File: src/pxr_pkg.sv
// Summary of operation
// - count good-crc packets, clear on read
// - packet-since-read flag, clears on read
// - two-bit mac termination target select
// - sleep timer one to four seconds
// - link-status timeout one to four seconds
// - receive clock held low when disabled
// - enable auto downshift from gigabit
// - failed attempts before downshift, two to five
// - downshift status bit reads back
// - reload eeprom after software reset when set
// - access trigger starts one access, self-clears
// - direction bit, one is read, resets one
// - ready bit shows interface can accept command
// - eleven-bit eeprom byte address, resets zero
// - fetched byte shown in data bits 15:8
// - write byte held in data bits 7:0
package pxr_pkg;
    localparam logic [4:0] PXR_PAGE_EXT = 5'h01;
    localparam logic [4:0] PXR_OFS_CRC = 5'h12;
    localparam logic [4:0] PXR_OFS_CAL = 5'h13;
    localparam logic [4:0] PXR_OFS_PSL = 5'h14;
    localparam logic [4:0] PXR_OFS_EEC = 5'h15;
    localparam logic [4:0] PXR_OFS_EED = 5'h16;
    localparam int PXR_CRC_FLAG_BIT = 15;
    localparam int PXR_CAL_POS = 14;
    localparam int PXR_SLEEP_POS = 13;
    localparam int PXR_LTO_POS = 9;
    localparam int PXR_RXCLK_OFF_BIT = 5;
    localparam int PXR_DS_EN_BIT = 4;
    localparam int PXR_DS_CNT_POS = 2;
    localparam int PXR_DS_STAT_BIT = 1;
    localparam int PXR_RELOAD_BIT = 14;
    localparam int PXR_GO_BIT = 13;
    localparam int PXR_DIR_BIT = 12;
    localparam int PXR_RDY_BIT = 11;
    localparam int PXR_RDATA_POS = 8;
    localparam logic [1:0] PXR_SLEEP_RST = 2'h1;
    localparam logic [1:0] PXR_LTO_RST = 2'h1;
    localparam logic [1:0] PXR_DS_CNT_RST = 2'h1;
    localparam logic [1:0] PXR_DS_BASE = 2'h2;
    localparam logic PXR_DIR_RST = 1'b1;
    typedef struct packed {
        logic req;    // start; one cycle from the bank, held until done toward the agent
        logic rd;     // 1 read, 0 write
        logic [10:0] addr;
        logic [7:0] wdata;
    } pxr_ee_cmd_t;
endpackage : pxr_pkg

File: src/pxr_bank.sv
`timescale 1ns/10ps
// extended register bank, reached over the management register port
module pxr_bank
    import pxr_pkg::*;
(
    input wire logic clk_sys, // system clock
    input wire logic rst_b, // hardware reset, active low
    input wire logic soft_rst, // software reset pulse
    input wire logic [4:0] page_sel, // page-select register value
    input wire logic [4:0] reg_addr, // management register number
    input wire logic reg_wr, // write strobe, one cycle
    input wire logic reg_rd, // read strobe, one cycle
    input wire logic [15:0] reg_wdata, // write data
    output logic [15:0] reg_rdata_r, // read data, valid cycle after rd
    input wire logic crc_good_pkt, // one pulse per good-crc packet
    input wire logic neg_fail_1g, // one pulse per failed gigabit attempt
    input wire logic link_up_1g, // gigabit link established
    input wire logic rx_clk_in, // internal receive clock
    output logic rx_clk_out_r, // receive clock to mac
    output logic [1:0] mac_term_sel_r, // termination target
    output logic [1:0] sleep_sel_r, // sleep timer select
    output logic [1:0] lto_sel_r, // link timeout select
    output logic downshift_r, // fall back from gigabit
    output logic eeprom_reload_r, // reload eeprom pulse
    output pxr_ee_cmd_t ee_cmd_r, // request to eeprom agent
    input wire logic ee_done, // agent finished access
    input wire logic [7:0] ee_rdata, // byte from agent
    input wire logic [1:0] cal_strap, // strap_configured_default for termination
    input wire logic ds_en_strap // strap_configured_default for downshift
);
    logic ext_sel;
    logic wr_hit;
    logic rd_hit;
    logic strap_done_r;
    logic [13:0] crc_cnt_r;
    logic crc_flag_r;
    logic [1:0] cal_r;
    logic [1:0] sleep_r;
    logic [1:0] lto_r;
    logic rxclk_off_r;
    logic ds_en_r;
    logic [1:0] ds_cnt_r;
    logic ds_stat_r;
    logic [2:0] fail_cnt_r;
    logic reload_r;
    logic dir_r;
    logic [10:0] ee_addr_r;
    logic [7:0] ee_wdata_r;
    logic go_r;
    logic ee_ready;
    logic ee_idle;
    logic [2:0] fail_lim;
    logic [7:0] ee_rbyte;
    pxr_ee_cmd_t cmd;
    logic [15:0] rd_nxt;

    // only page one maps the extended set onto registers 18 to 22
    assign ext_sel = (page_sel == PXR_PAGE_EXT);
    assign wr_hit = reg_wr && ext_sel;
    assign rd_hit = reg_rd && ext_sel;

    // straps are sampled once after release, never under the async reset
    always_ff @(posedge clk_sys or negedge rst_b) begin
        if (!rst_b) begin
            strap_done_r <= 1'b0;
        end else begin
            strap_done_r <= 1'b1;
        end
    end

    // good-crc count; a packet arriving during the clearing read is kept, not lost
    always_ff @(posedge clk_sys or negedge rst_b) begin
        if (!rst_b) begin
            crc_cnt_r <= '0;
        end else if (rd_hit && reg_addr == PXR_OFS_CRC) begin
            crc_cnt_r <= {13'h0, crc_good_pkt};
        end else if (crc_good_pkt) begin
            crc_cnt_r <= crc_cnt_r + 14'h1;
        end
    end

    // packet-since-read flag; a packet in the clearing cycle wins over the clear
    always_ff @(posedge clk_sys or negedge rst_b) begin
        if (!rst_b) begin
            crc_flag_r <= 1'b0;
        end else if (rd_hit && reg_addr == PXR_OFS_CRC) begin
            crc_flag_r <= crc_good_pkt;
        end else if (crc_good_pkt) begin
            crc_flag_r <= 1'b1;
        end
    end

    // termination select: strap value at start-up, then software; hardware reset only
    always_ff @(posedge clk_sys or negedge rst_b) begin
        if (!rst_b) begin
            cal_r <= '0;
        end else if (!strap_done_r) begin
            cal_r <= cal_strap;
        end else if (wr_hit && reg_addr == PXR_OFS_CAL) begin
            cal_r <= reg_wdata[PXR_CAL_POS +: 2];
        end
    end

    // downshift enable: strap value at start-up, then software; hardware reset only
    always_ff @(posedge clk_sys or negedge rst_b) begin
        if (!rst_b) begin
            ds_en_r <= 1'b0;
        end else if (!strap_done_r) begin
            ds_en_r <= ds_en_strap;
        end else if (wr_hit && reg_addr == PXR_OFS_PSL) begin
            ds_en_r <= reg_wdata[PXR_DS_EN_BIT];
        end
    end

    // sleep timer and downshift threshold; a software reset leaves them
    always_ff @(posedge clk_sys or negedge rst_b) begin
        if (!rst_b) begin
            sleep_r <= PXR_SLEEP_RST;
            ds_cnt_r <= PXR_DS_CNT_RST;
        end else if (strap_done_r && wr_hit && reg_addr == PXR_OFS_PSL) begin
            sleep_r <= reg_wdata[PXR_SLEEP_POS +: 2];
            ds_cnt_r <= reg_wdata[PXR_DS_CNT_POS +: 2];
        end
    end

    // reload request survives software reset, so the reload it asks for can follow
    always_ff @(posedge clk_sys or negedge rst_b) begin
        if (!rst_b) begin
            reload_r <= 1'b0;
        end else if (strap_done_r && wr_hit && reg_addr == PXR_OFS_EEC) begin
            reload_r <= reg_wdata[PXR_RELOAD_BIT];
        end
    end

    // link timeout and receive clock gate: back to defaults on software reset
    always_ff @(posedge clk_sys or negedge rst_b) begin
        if (!rst_b) begin
            lto_r <= PXR_LTO_RST;
            rxclk_off_r <= 1'b0;
        end else if (soft_rst) begin
            lto_r <= PXR_LTO_RST;
            rxclk_off_r <= 1'b0;
        end else if (wr_hit && reg_addr == PXR_OFS_PSL) begin
            lto_r <= reg_wdata[PXR_LTO_POS +: 2];
            rxclk_off_r <= reg_wdata[PXR_RXCLK_OFF_BIT];
        end
    end

    // writes to address and direction take effect only while idle, protecting a live access
    always_ff @(posedge clk_sys or negedge rst_b) begin
        if (!rst_b) begin
            dir_r <= PXR_DIR_RST;
            ee_addr_r <= '0;
        end else if (soft_rst) begin
            dir_r <= PXR_DIR_RST;
            ee_addr_r <= '0;
        end else if (wr_hit && reg_addr == PXR_OFS_EEC && ee_idle) begin
            dir_r <= reg_wdata[PXR_DIR_BIT];
            ee_addr_r <= reg_wdata[10:0];
        end
    end

    // byte to store; the command already holds its copy, so a late write hits the next
    always_ff @(posedge clk_sys or negedge rst_b) begin
        if (!rst_b) begin
            ee_wdata_r <= '0;
        end else if (soft_rst) begin
            ee_wdata_r <= '0;
        end else if (wr_hit && reg_addr == PXR_OFS_EED) begin
            ee_wdata_r <= reg_wdata[7:0];
        end
    end

    // ready drops in the cycle of the trigger itself, not one cycle late, so a
    // second trigger or an address write right behind the first is refused
    assign ee_idle = ee_ready && !go_r;

    // access trigger: single-cycle, ignored while busy
    always_ff @(posedge clk_sys or negedge rst_b) begin
        if (!rst_b) begin
            go_r <= 1'b0;
        end else begin
            go_r <= wr_hit && !soft_rst && reg_addr == PXR_OFS_EEC
                && reg_wdata[PXR_GO_BIT] && ee_idle;
        end
    end

    // command uses the direction written in the same write as the trigger
    assign cmd = '{req: go_r, rd: dir_r, addr: ee_addr_r, wdata: ee_wdata_r};

    pxr_ee_port u_ee (
        .clk_sys(clk_sys),
        .rst_b(rst_b),
        .cmd(cmd),
        .ready_r(ee_ready),
        .rdata_r(ee_rbyte),
        .ee_cmd_r(ee_cmd_r),
        .ee_done(ee_done),
        .ee_rdata(ee_rdata)
    );

    // failed-attempt count; a gigabit link or either reset starts it again
    always_ff @(posedge clk_sys or negedge rst_b) begin
        if (!rst_b) begin
            fail_cnt_r <= '0;
        end else if (soft_rst || link_up_1g) begin
            fail_cnt_r <= '0;
        end else if (neg_fail_1g && ds_en_r && !ds_stat_r) begin
            fail_cnt_r <= fail_cnt_r + 3'h1;
        end
    end

    // threshold is code plus two attempts; the count stops once status is set,
    // so three bits never overflow
    assign fail_lim = {1'b0, ds_cnt_r} + {1'b0, PXR_DS_BASE};

    // downshift status stays set until a hardware or software reset
    always_ff @(posedge clk_sys or negedge rst_b) begin
        if (!rst_b) begin
            ds_stat_r <= 1'b0;
        end else if (soft_rst) begin
            ds_stat_r <= 1'b0;
        end else if (!link_up_1g && neg_fail_1g && ds_en_r && fail_cnt_r + 3'h1 >= fail_lim) begin
            ds_stat_r <= 1'b1;
        end
    end

    // read mux; reserved bits read zero
    always_comb begin
        rd_nxt = '0;
        unique case (reg_addr)
            PXR_OFS_CRC: rd_nxt = {crc_flag_r, 1'b0, crc_cnt_r};
            PXR_OFS_CAL: rd_nxt[PXR_CAL_POS +: 2] = cal_r;
            PXR_OFS_PSL: begin
                rd_nxt[PXR_SLEEP_POS +: 2] = sleep_r;
                rd_nxt[PXR_LTO_POS +: 2] = lto_r;
                rd_nxt[PXR_RXCLK_OFF_BIT] = rxclk_off_r;
                rd_nxt[PXR_DS_EN_BIT] = ds_en_r;
                rd_nxt[PXR_DS_CNT_POS +: 2] = ds_cnt_r;
                rd_nxt[PXR_DS_STAT_BIT] = ds_stat_r;
            end
            PXR_OFS_EEC: begin
                rd_nxt[PXR_RELOAD_BIT] = reload_r;
                rd_nxt[PXR_DIR_BIT] = dir_r;
                // the trigger bit always reads zero: it clears itself
                rd_nxt[PXR_RDY_BIT] = ee_idle;
                rd_nxt[10:0] = ee_addr_r;
            end
            PXR_OFS_EED: rd_nxt = {ee_rbyte, ee_wdata_r};
            default: rd_nxt = '0;
        endcase
    end

    // read data registered; held between reads
    always_ff @(posedge clk_sys or negedge rst_b) begin
        if (!rst_b) begin
            reg_rdata_r <= '0;
        end else if (rd_hit) begin
            reg_rdata_r <= rd_nxt;
        end
    end

    // receive clock to the mac; lags one cycle, held low while disabled
    always_ff @(posedge clk_sys or negedge rst_b) begin
        if (!rst_b) begin
            rx_clk_out_r <= 1'b0;
        end else begin
            rx_clk_out_r <= rx_clk_in && !rxclk_off_r;
        end
    end

    // field copies for the termination and timer logic, one cycle behind the fields
    always_ff @(posedge clk_sys or negedge rst_b) begin
        if (!rst_b) begin
            mac_term_sel_r <= '0;
            sleep_sel_r <= PXR_SLEEP_RST;
            lto_sel_r <= PXR_LTO_RST;
        end else begin
            mac_term_sel_r <= cal_r;
            sleep_sel_r <= sleep_r;
            lto_sel_r <= lto_r;
        end
    end

    // downshift request; clearing the enable withdraws it one cycle later, the status stays
    always_ff @(posedge clk_sys or negedge rst_b) begin
        if (!rst_b) begin
            downshift_r <= 1'b0;
        end else begin
            downshift_r <= ds_stat_r && ds_en_r;
        end
    end

    // reload pulse one cycle after the software reset, only when asked for
    always_ff @(posedge clk_sys or negedge rst_b) begin
        if (!rst_b) begin
            eeprom_reload_r <= 1'b0;
        end else begin
            eeprom_reload_r <= soft_rst && reload_r;
        end
    end
endmodule : pxr_bank

File: src/pxr_ee_port.sv
`timescale 1ns/10ps
// eeprom access sequencer: hands one command to the external agent and waits
module pxr_ee_port
    import pxr_pkg::*;
(
    input wire logic clk_sys, // system clock
    input wire logic rst_b, // async reset, active low
    input wire pxr_ee_cmd_t cmd, // command from register bank
    output logic ready_r, // idle, may accept
    output logic [7:0] rdata_r, // last byte read
    output pxr_ee_cmd_t ee_cmd_r, // request to eeprom agent
    input wire logic ee_done, // agent finished access
    input wire logic [7:0] ee_rdata // byte from agent
);
    typedef enum logic [1:0] {PXR_IDLE = 2'b01, PXR_BUSY = 2'b10} pxr_st_t;
    pxr_st_t st_r;

    // request held until the agent answers, so a slow agent is never missed
    always_ff @(posedge clk_sys or negedge rst_b) begin
        if (!rst_b) begin
            st_r <= PXR_IDLE;
            ee_cmd_r <= '0;
        end else begin
            unique case (st_r)
                PXR_IDLE: if (cmd.req) begin
                    st_r <= PXR_BUSY;
                    ee_cmd_r <= cmd;
                end
                PXR_BUSY: if (ee_done) begin
                    st_r <= PXR_IDLE;
                    ee_cmd_r.req <= 1'b0;
                end
                default: st_r <= PXR_IDLE;
            endcase
        end
    end

    // ready drops the cycle after the start and returns after done
    always_ff @(posedge clk_sys or negedge rst_b) begin
        if (!rst_b) begin
            ready_r <= 1'b1;
        end else begin
            ready_r <= (st_r == PXR_IDLE) ? !cmd.req : ee_done;
        end
    end

    // captured byte only replaced by a finished read
    always_ff @(posedge clk_sys or negedge rst_b) begin
        if (!rst_b) begin
            rdata_r <= '0;
        end else if (st_r == PXR_BUSY && ee_done && ee_cmd_r.rd) begin
            rdata_r <= ee_rdata;
        end
    end
endmodule : pxr_ee_port

File: config.mk
export PLATFORM = sky130hd
export DESIGN_NAME = pxr_bank
export DESIGN_NICKNAME = d
export VERILOG_FILES = /design/src/pxr_pkg.sv /design/src/pxr_bank.sv /design/src/pxr_ee_port.sv
export SDC_FILE = /design/constraint.sdc
export NUM_CORES = 1
export LEC_CHECK = 0
export BUFFER_PORTS_ARGS = -buffer_cell sky130_fd_sc_hd__buf_2
export CORE_MARGIN = 2
export CORE_UTILIZATION = 57
export CTS_BUF_LIST = sky130_fd_sc_hd__clkbuf_4 sky130_fd_sc_hd__clkbuf_8
export CTS_CLUSTER_DIAMETER = 60
export CTS_CLUSTER_SIZE = 14
export DETAILED_ROUTE_END_ITERATION = 16
export GPL_TIMING_DRIVEN = 0
export PLACE_DENSITY_LB_ADDON = 0.15
export SYNTH_ARGS = -nofsm -noshare
export SYNTH_HDL_FRONTEND = slang
export SYNTH_SLANG_ARGS = --single-unit
File: constraint.sdc
create_clock -name clk_sys -period 1.69 [get_ports clk_sys]
set_input_delay 0 -clock clk_sys [delete_from_list [all_inputs] [get_ports clk_sys]]
set_output_delay 0 -clock clk_sys [all_outputs]
set_load 0.02 [all_outputs]
## Yosys cells after proc, flatten, opt, wreduce, memory -nomap -nowiden

Cells that the tools add are included.

| word-level totals | value |
|---|---|
| latch bits | 0 |
| logic and storage cells | 125 |
| memories kept | 0 |
| input port bits | 47 |
| ROM bits | 0 |
| output and inout bits | 46 |
| register bits after elaboration | 109 |
| bits in writable memories | 0 |

| cells by class | value |
|---|---|
| add/subtract/negate cells | 3 |
| divide/modulo/power cells | 0 |
| reduce and logical (&&, ||, !) cells | 42 |
| bitwise logic cells | 0 |
| multiply operators | 0 |
| equal/unequal tests | 12 |
| $lt $le $gt $ge | 1 |
| shifts and indexed selects | 0 |
| muxes and demuxes | 37 |

Operator list:

| operator | number |
|---|---|
| $mux 14 | 2 |
| $logic_and 1x1->1 | 26 |
| $eq 5x5->1 const B | 5 |
| $mux 11 | 2 |
| $mux 21 | 1 |
| $pmux 5 s4 | 1 |
| $mux 8 | 2 |
| $add 14x1->14 const B | 1 |
| $reduce_bool 2->1 | 7 |
| $mux 1 | 12 |
| $mux 2 | 6 |
| $pmux 1 s3 | 3 |
| $pmux 3 s3 | 1 |
| $pmux 2 s4 | 1 |
| $mux 3 | 2 |
| $pmux 2 s3 | 1 |
| $eq 5x1->1 const B | 1 |
| $logic_not 1->1 | 5 |
| $ne 2x1->1 const B | 2 |
| $ne 2x2->1 const B | 2 |
| $pmux 1 s4 | 1 |
| $pmux 2 s2 | 1 |
| $reduce_and 2->1 | 2 |
| $add 2x2->3 const B | 1 |
| other kinds (7) | 7 |

## Depth between registers and ports, before layout

| depth | value |
|---|---|
| word-level depth | 6 |
| mapped depth | 7 |

## Cells and area by module

From an unflattened synthesis, not the netlist that was laid out.

| second synthesis, totals | value |
|---|---|
| cells, all modules | 440 |
| area, all modules | 5112.4 µm² |

By module, submodules not included:

| module | sequential area each (µm²) | cells each | times used | area each (µm²) |
|---|---|---|---|---|
| pxr_bank | 1934.4 | 365 | 1 | 3818.7 |
| pxr_ee_port | 803.3 | 75 | 1 | 1293.7 |

## Worst setup path before layout

No wires, ideal clock.

| timing path | value |
|---|---|
| path kind | reg-to-reg |
| start point | reg u_ee.st_r[0] |
| end point | reg, netlist name u_ee.ee_cmd_r[0] |
| required time | 1.565 ns |
| path slack | 0.159 ns |
| cell stages (with the launch flop) | 5 |
| arrival time | 1.406 ns |
| cells stage by stage | dfstp_2 > nand2b_1 > or2_2 > clkbuf_1 > mux2_2 |

| between the ends | value |
|---|---|
| word-level cells in the longest chain between the ends | 2 |

RTL lines:

| item | RTL line | text |
|---|---|---|
| from (decl) | pxr_ee_port.sv:16 | `pxr_st_t st_r;` |
| from (signal assigned) | pxr_ee_port.sv:21 | `st_r <= PXR_IDLE;` |
| from (signal assigned) | pxr_ee_port.sv:26 | `st_r <= PXR_BUSY;` |
| from (signal assigned) | pxr_ee_port.sv:30 | `st_r <= PXR_IDLE;` |
| $eq 2x1->1 | pxr_ee_port.sv:24 | `unique case (st_r)` |
| $reduce_and 2->1 (no source line) | n/a |  |

Every way passes these cells.
A chain may end at the register's enable or synchronous reset.

## Worst setup path in the final report

| timing path | value |
|---|---|
| start point | reg u_ee.st_r[0] |
| end point | reg, netlist name u_ee.ee_cmd_r[0] |

| between the ends | value |
|---|---|
| word-level cells in the longest chain between the ends | 2 |

RTL lines:

| item | RTL line |
|---|---|
| $eq 2x1->1 | pxr_ee_port.sv:24 |
| $reduce_and 2->1 (no source line) | n/a |

Every way passes these cells.

==> key figures <==
Global route
  – Initial antenna violation count: 0
  – Vias in the first global route: 3,674
  – Overflow after GRT: 0
  – First-pass GRT wire length: ~19 mm
  – Largest net degree at the start of global routing: between 70 and 80
  – Global Route Usage Sum: 0.250

Drt
  – Met2 wire len: 5.62 mm
  – Antenna viol nets, final: 0
  – Iter 0 DRT Violations: 122
  – WL/cell: approximately 17 um
  – Routed via count: 3,693
  – WL met3: approximately 500 um
  – Average vias per placed instance: 5.37
  – Total length of routed wires: 11.5 mm
  – M1 wire length: 5.27 mm
  – Highest metal used: met4
  – Router iterations before antenna repair: 5
  – Remaining DRCs: 0

Yosys
  – Synth Warn #: 0
  – XOR/XNOR Fraction of Synth Area: 0.0247
  – Synth unique cells: 47
  – Post-synth ARST share: 1.00
  – Adder-Cell Fraction of Synth Area: 0.0126
  – Sequential area share after synthesis: 0.552
  – Cells after Synth: 438
  – Post-synthesis compound-gate area fraction: 0.0666
  – Simple-Gate Fraction of Synth Area: 0.160
  – Post-synth EDFFs: 0
  – Largest family of logic cells by synthesized area: simple AND/OR/NAND/NOR gates
  – Area contributors post-synth: dfrtp_1 51%, mux2i_1 7.7%, mux2_2 7.5%
  – Mapped Avg Cell Area: 11.3 um^2
  – Main synth FF type: dfrtp_1
  – Mapped Area: between 0.004 and 0.005 mm^2
  – Multiplexer area fraction after synthesis: 0.152
  – Synth Net Count: 490
  – #FFs+latches synth: 109
  – Top-area cell type share of the netlist area: 0.510
  – Synth area leader: dfrtp_1

Floorplan
  – Core Region: ~0.0086 mm^2
  – Die Height: 97.3 um
  – Row cnt: 34
  – Starting Density: 0.577
  – Boundary pin count: between 90 and 100
  – Die ar.: 0.00946 mm^2
  – Die X: 97.3 um

Setup path
  – Setup crit end kind: flop
  – WP data arrival: 1.87 ns
  – Critical path class: reg2reg
  – CP required: 1.94 ns
  – CP Max Fanout: 10
  – Worst setup SP type: flop

Pwr
  – Maximum vdd drop: 543 uV
  – Pleak: roughly 3 nW
  – Pwr Total: between 5 and 6 mW
  – Power Dens Cells: 833 mW/mm^2

Timing
  – Min Hold Slack: 0.122 ns
  – Least-Margin Pin Slew: 0.547 ns
  – Final Critical Period: about 1.6 ns
  – Final Max Slew Viols: 0
  – Clock skew: ~0.016 ns
  – TNS Setup: 0 ns
  – Min setup slack post-route: 0.0730 ns
  – Max Clock Freq: 618 MHz
  – Final setup fails: 0
  – Fin. Hold Viols: 0
  – RSZ-0062 raised after global routing: no
  – Worst slew margin: 0.635
  – Final period utilization: 0.957

Final layout
  – Post-route insts no fill: 688
  – Nets: 627
  – Area of the multi-input gates: 0.00207 mm^2
  – FF/Latch Area: 0.00274 mm^2
  – Antenna Cells: 0
  – Fraction of layout cells with a size suffix above 1: 0.288
  – Fillers: ~660
  – Area added between synthesis and finish: 23.5%

Outcome
  – Status: completed

Clock network
  – Total CTS buffers: 9
  – Setup bufs post-CTS: 0
  – Clock root cell: clkbuf_8
  – CTS Buffer Depth: 2
  – Clk Latency, worst-skew pair: between 0.3 and 0.4 ns
  – Clock transition at path regs: 0.11 ns
  – Clk sinks: around 110
  – CTS tree: yes
  – H-tree depth: 3

Placed design
  – Worst slack at placement: -0.113 ns
  – Final RePlAce weighted congestion: 0.840
  – Hpwl dp: 8.32 mm
  – Port Buffers: 90
  – DP Cell Count: 637

Job
  – Max-cap check violation count: 0

Worst hold path
  – Worst Hold Class: in2reg
critical path, stage by stage (launching register included):
cell and delay (ns):
dfstp_2 0.58, nand2b_1 0.11, or2_2 0.32, buf_2 0.20, mux2_2 0.30
synth_stat cells, types with 2 or more instances:
| library cell | number |
|---|---|
| clkbuf_1 | 14 |
| nor3_1 | 7 |
| mux2i_1 | 38 |
| nor2_1 | 46 |
| dfrtp_1 | 101 |
| nor2b_1 | 5 |
| nand4_1 | 4 |
| xnor2_1 | 9 |
| and2_1 | 3 |
| nand2_1 | 15 |
| o21ai_0 | 17 |
| buf_6 | 2 |
| or3_1 | 2 |
| nand2b_1 | 27 |
| inv_1 | 8 |
| a21o_1 | 2 |
| ha_1 | 5 |
| a31oi_1 | 3 |
| a21oi_1 | 36 |
| dfstp_2 | 8 |
| mux2_2 | 33 |
| and3_1 | 2 |
| xor2_1 | 5 |
| and3b_1 | 3 |
| buf_2 | 6 |
| nand3_1 | 14 |
| nor4_1 | 3 |
cells by family (layout without fill, tap and decap cells):
family                     after synthesis  count (layout)
AOI/OAI and AO/OA                       62              62
xor gates and xnor gates                14              14
adders and majority gates                5               5
buffers and inverters                   31             173
DFF                                    109             109
muxes                                   71              71
other                                    1               1
and+or+nand+nor                        145             145
path summary, 6_finish.rpt:
check                                  start                to  slack (ns)  cells past startpoint
worst max-delay path            u_ee.st_r[0]  u_ee.ee_cmd_r[0]        0.07                      4
worst min-delay path             reg_addr[0]   reg_rdata_r[13]        0.12                      4
worst max register to register  u_ee.st_r[0]  u_ee.ee_cmd_r[0]        0.07                      4
worst min register to register    sleep_r[0]    sleep_sel_r[0]        0.39                      0
max in group asynchronous              rst_b       ds_cnt_r[0]        0.78                      3
min in group asynchronous              rst_b      u_ee.st_r[1]        0.15                      2
per-layer routing:
layer / up-vias / GRT usage
met5: - / 0
met3: 7 / 0.0324
li1: 1785 / -
met2: 96 / 0.412
met4: 0 / 0.0769
met1: 1805 / 0.351
layout make-up:
cell class                      instances  area share
Sequential cell                       109       0.447
Multi-Input combinational cell        298       0.338
Timing Repair Buffer                  126       0.136
Tap cell                              108      0.0221
Clock buffer                           10      0.0215
Buffer                                 23      0.0213
Clock inverter                          6     0.00919
Inverter                                8     0.00490
cells in the final DEF, fill, tap and decap left out, drive strengths merged, types with 2 or more instances in the layout:
cell	count
and3	2
a21o	2
buf	102
o21ai	17
ha	5
mux2	33
and3b	4
nand4	5
dfrtp	101
clkinv	4
xnor2	9
inv	10
dfstp	8
xor2	5
a21oi	36
nand2b	27
nand3	14
nand2	15
clkbuf	22
nor2	46
mux2i	38
a31oi	3
nor4	3
nor2b	5
and4bb	2
and2	5
dlygate4sd3	35
or3	2
nor3	7
flip-flops by register name, summed over array words and instances, names as in the netlist, 3 cells and up:
signal         flops
u_ee.ee_cmd_r     21
reg_rdata_r       16
crc_cnt_r         14
ee_addr_r         11
ee_wdata_r         8
u_ee.rdata_r       8
fail_cnt_r         3
through the flow:
stage / utilization / cell area (um^2)
6_report: 0.713 / 6120
5_1_grt: 0.713 / 6120
4_1_cts: 0.712 / 6120
3_5_place_dp: 0.649 / 5570
3_3_place_gp: 0.645 / 5540
2_1_floorplan: - / 4960
power by group:
group	internal [mW]	switching (mW)	leakage, nW	total, mW
combinational	0.303	0.382	1.51	0.686
sequential	2.75	0.145	1.44	2.89
clock	0.581	0.942	0.0974	1.52
total	3.63	1.47	3.05	5.10
timing repair:
action,CTS,global route
endpoints found under the setup margin,14,5
endpoints found under the hold margin,91,0
hold buffers,35,0
gates resized for setup,3,3
cloned,0,0
Power figures use the tool's default switching activity.
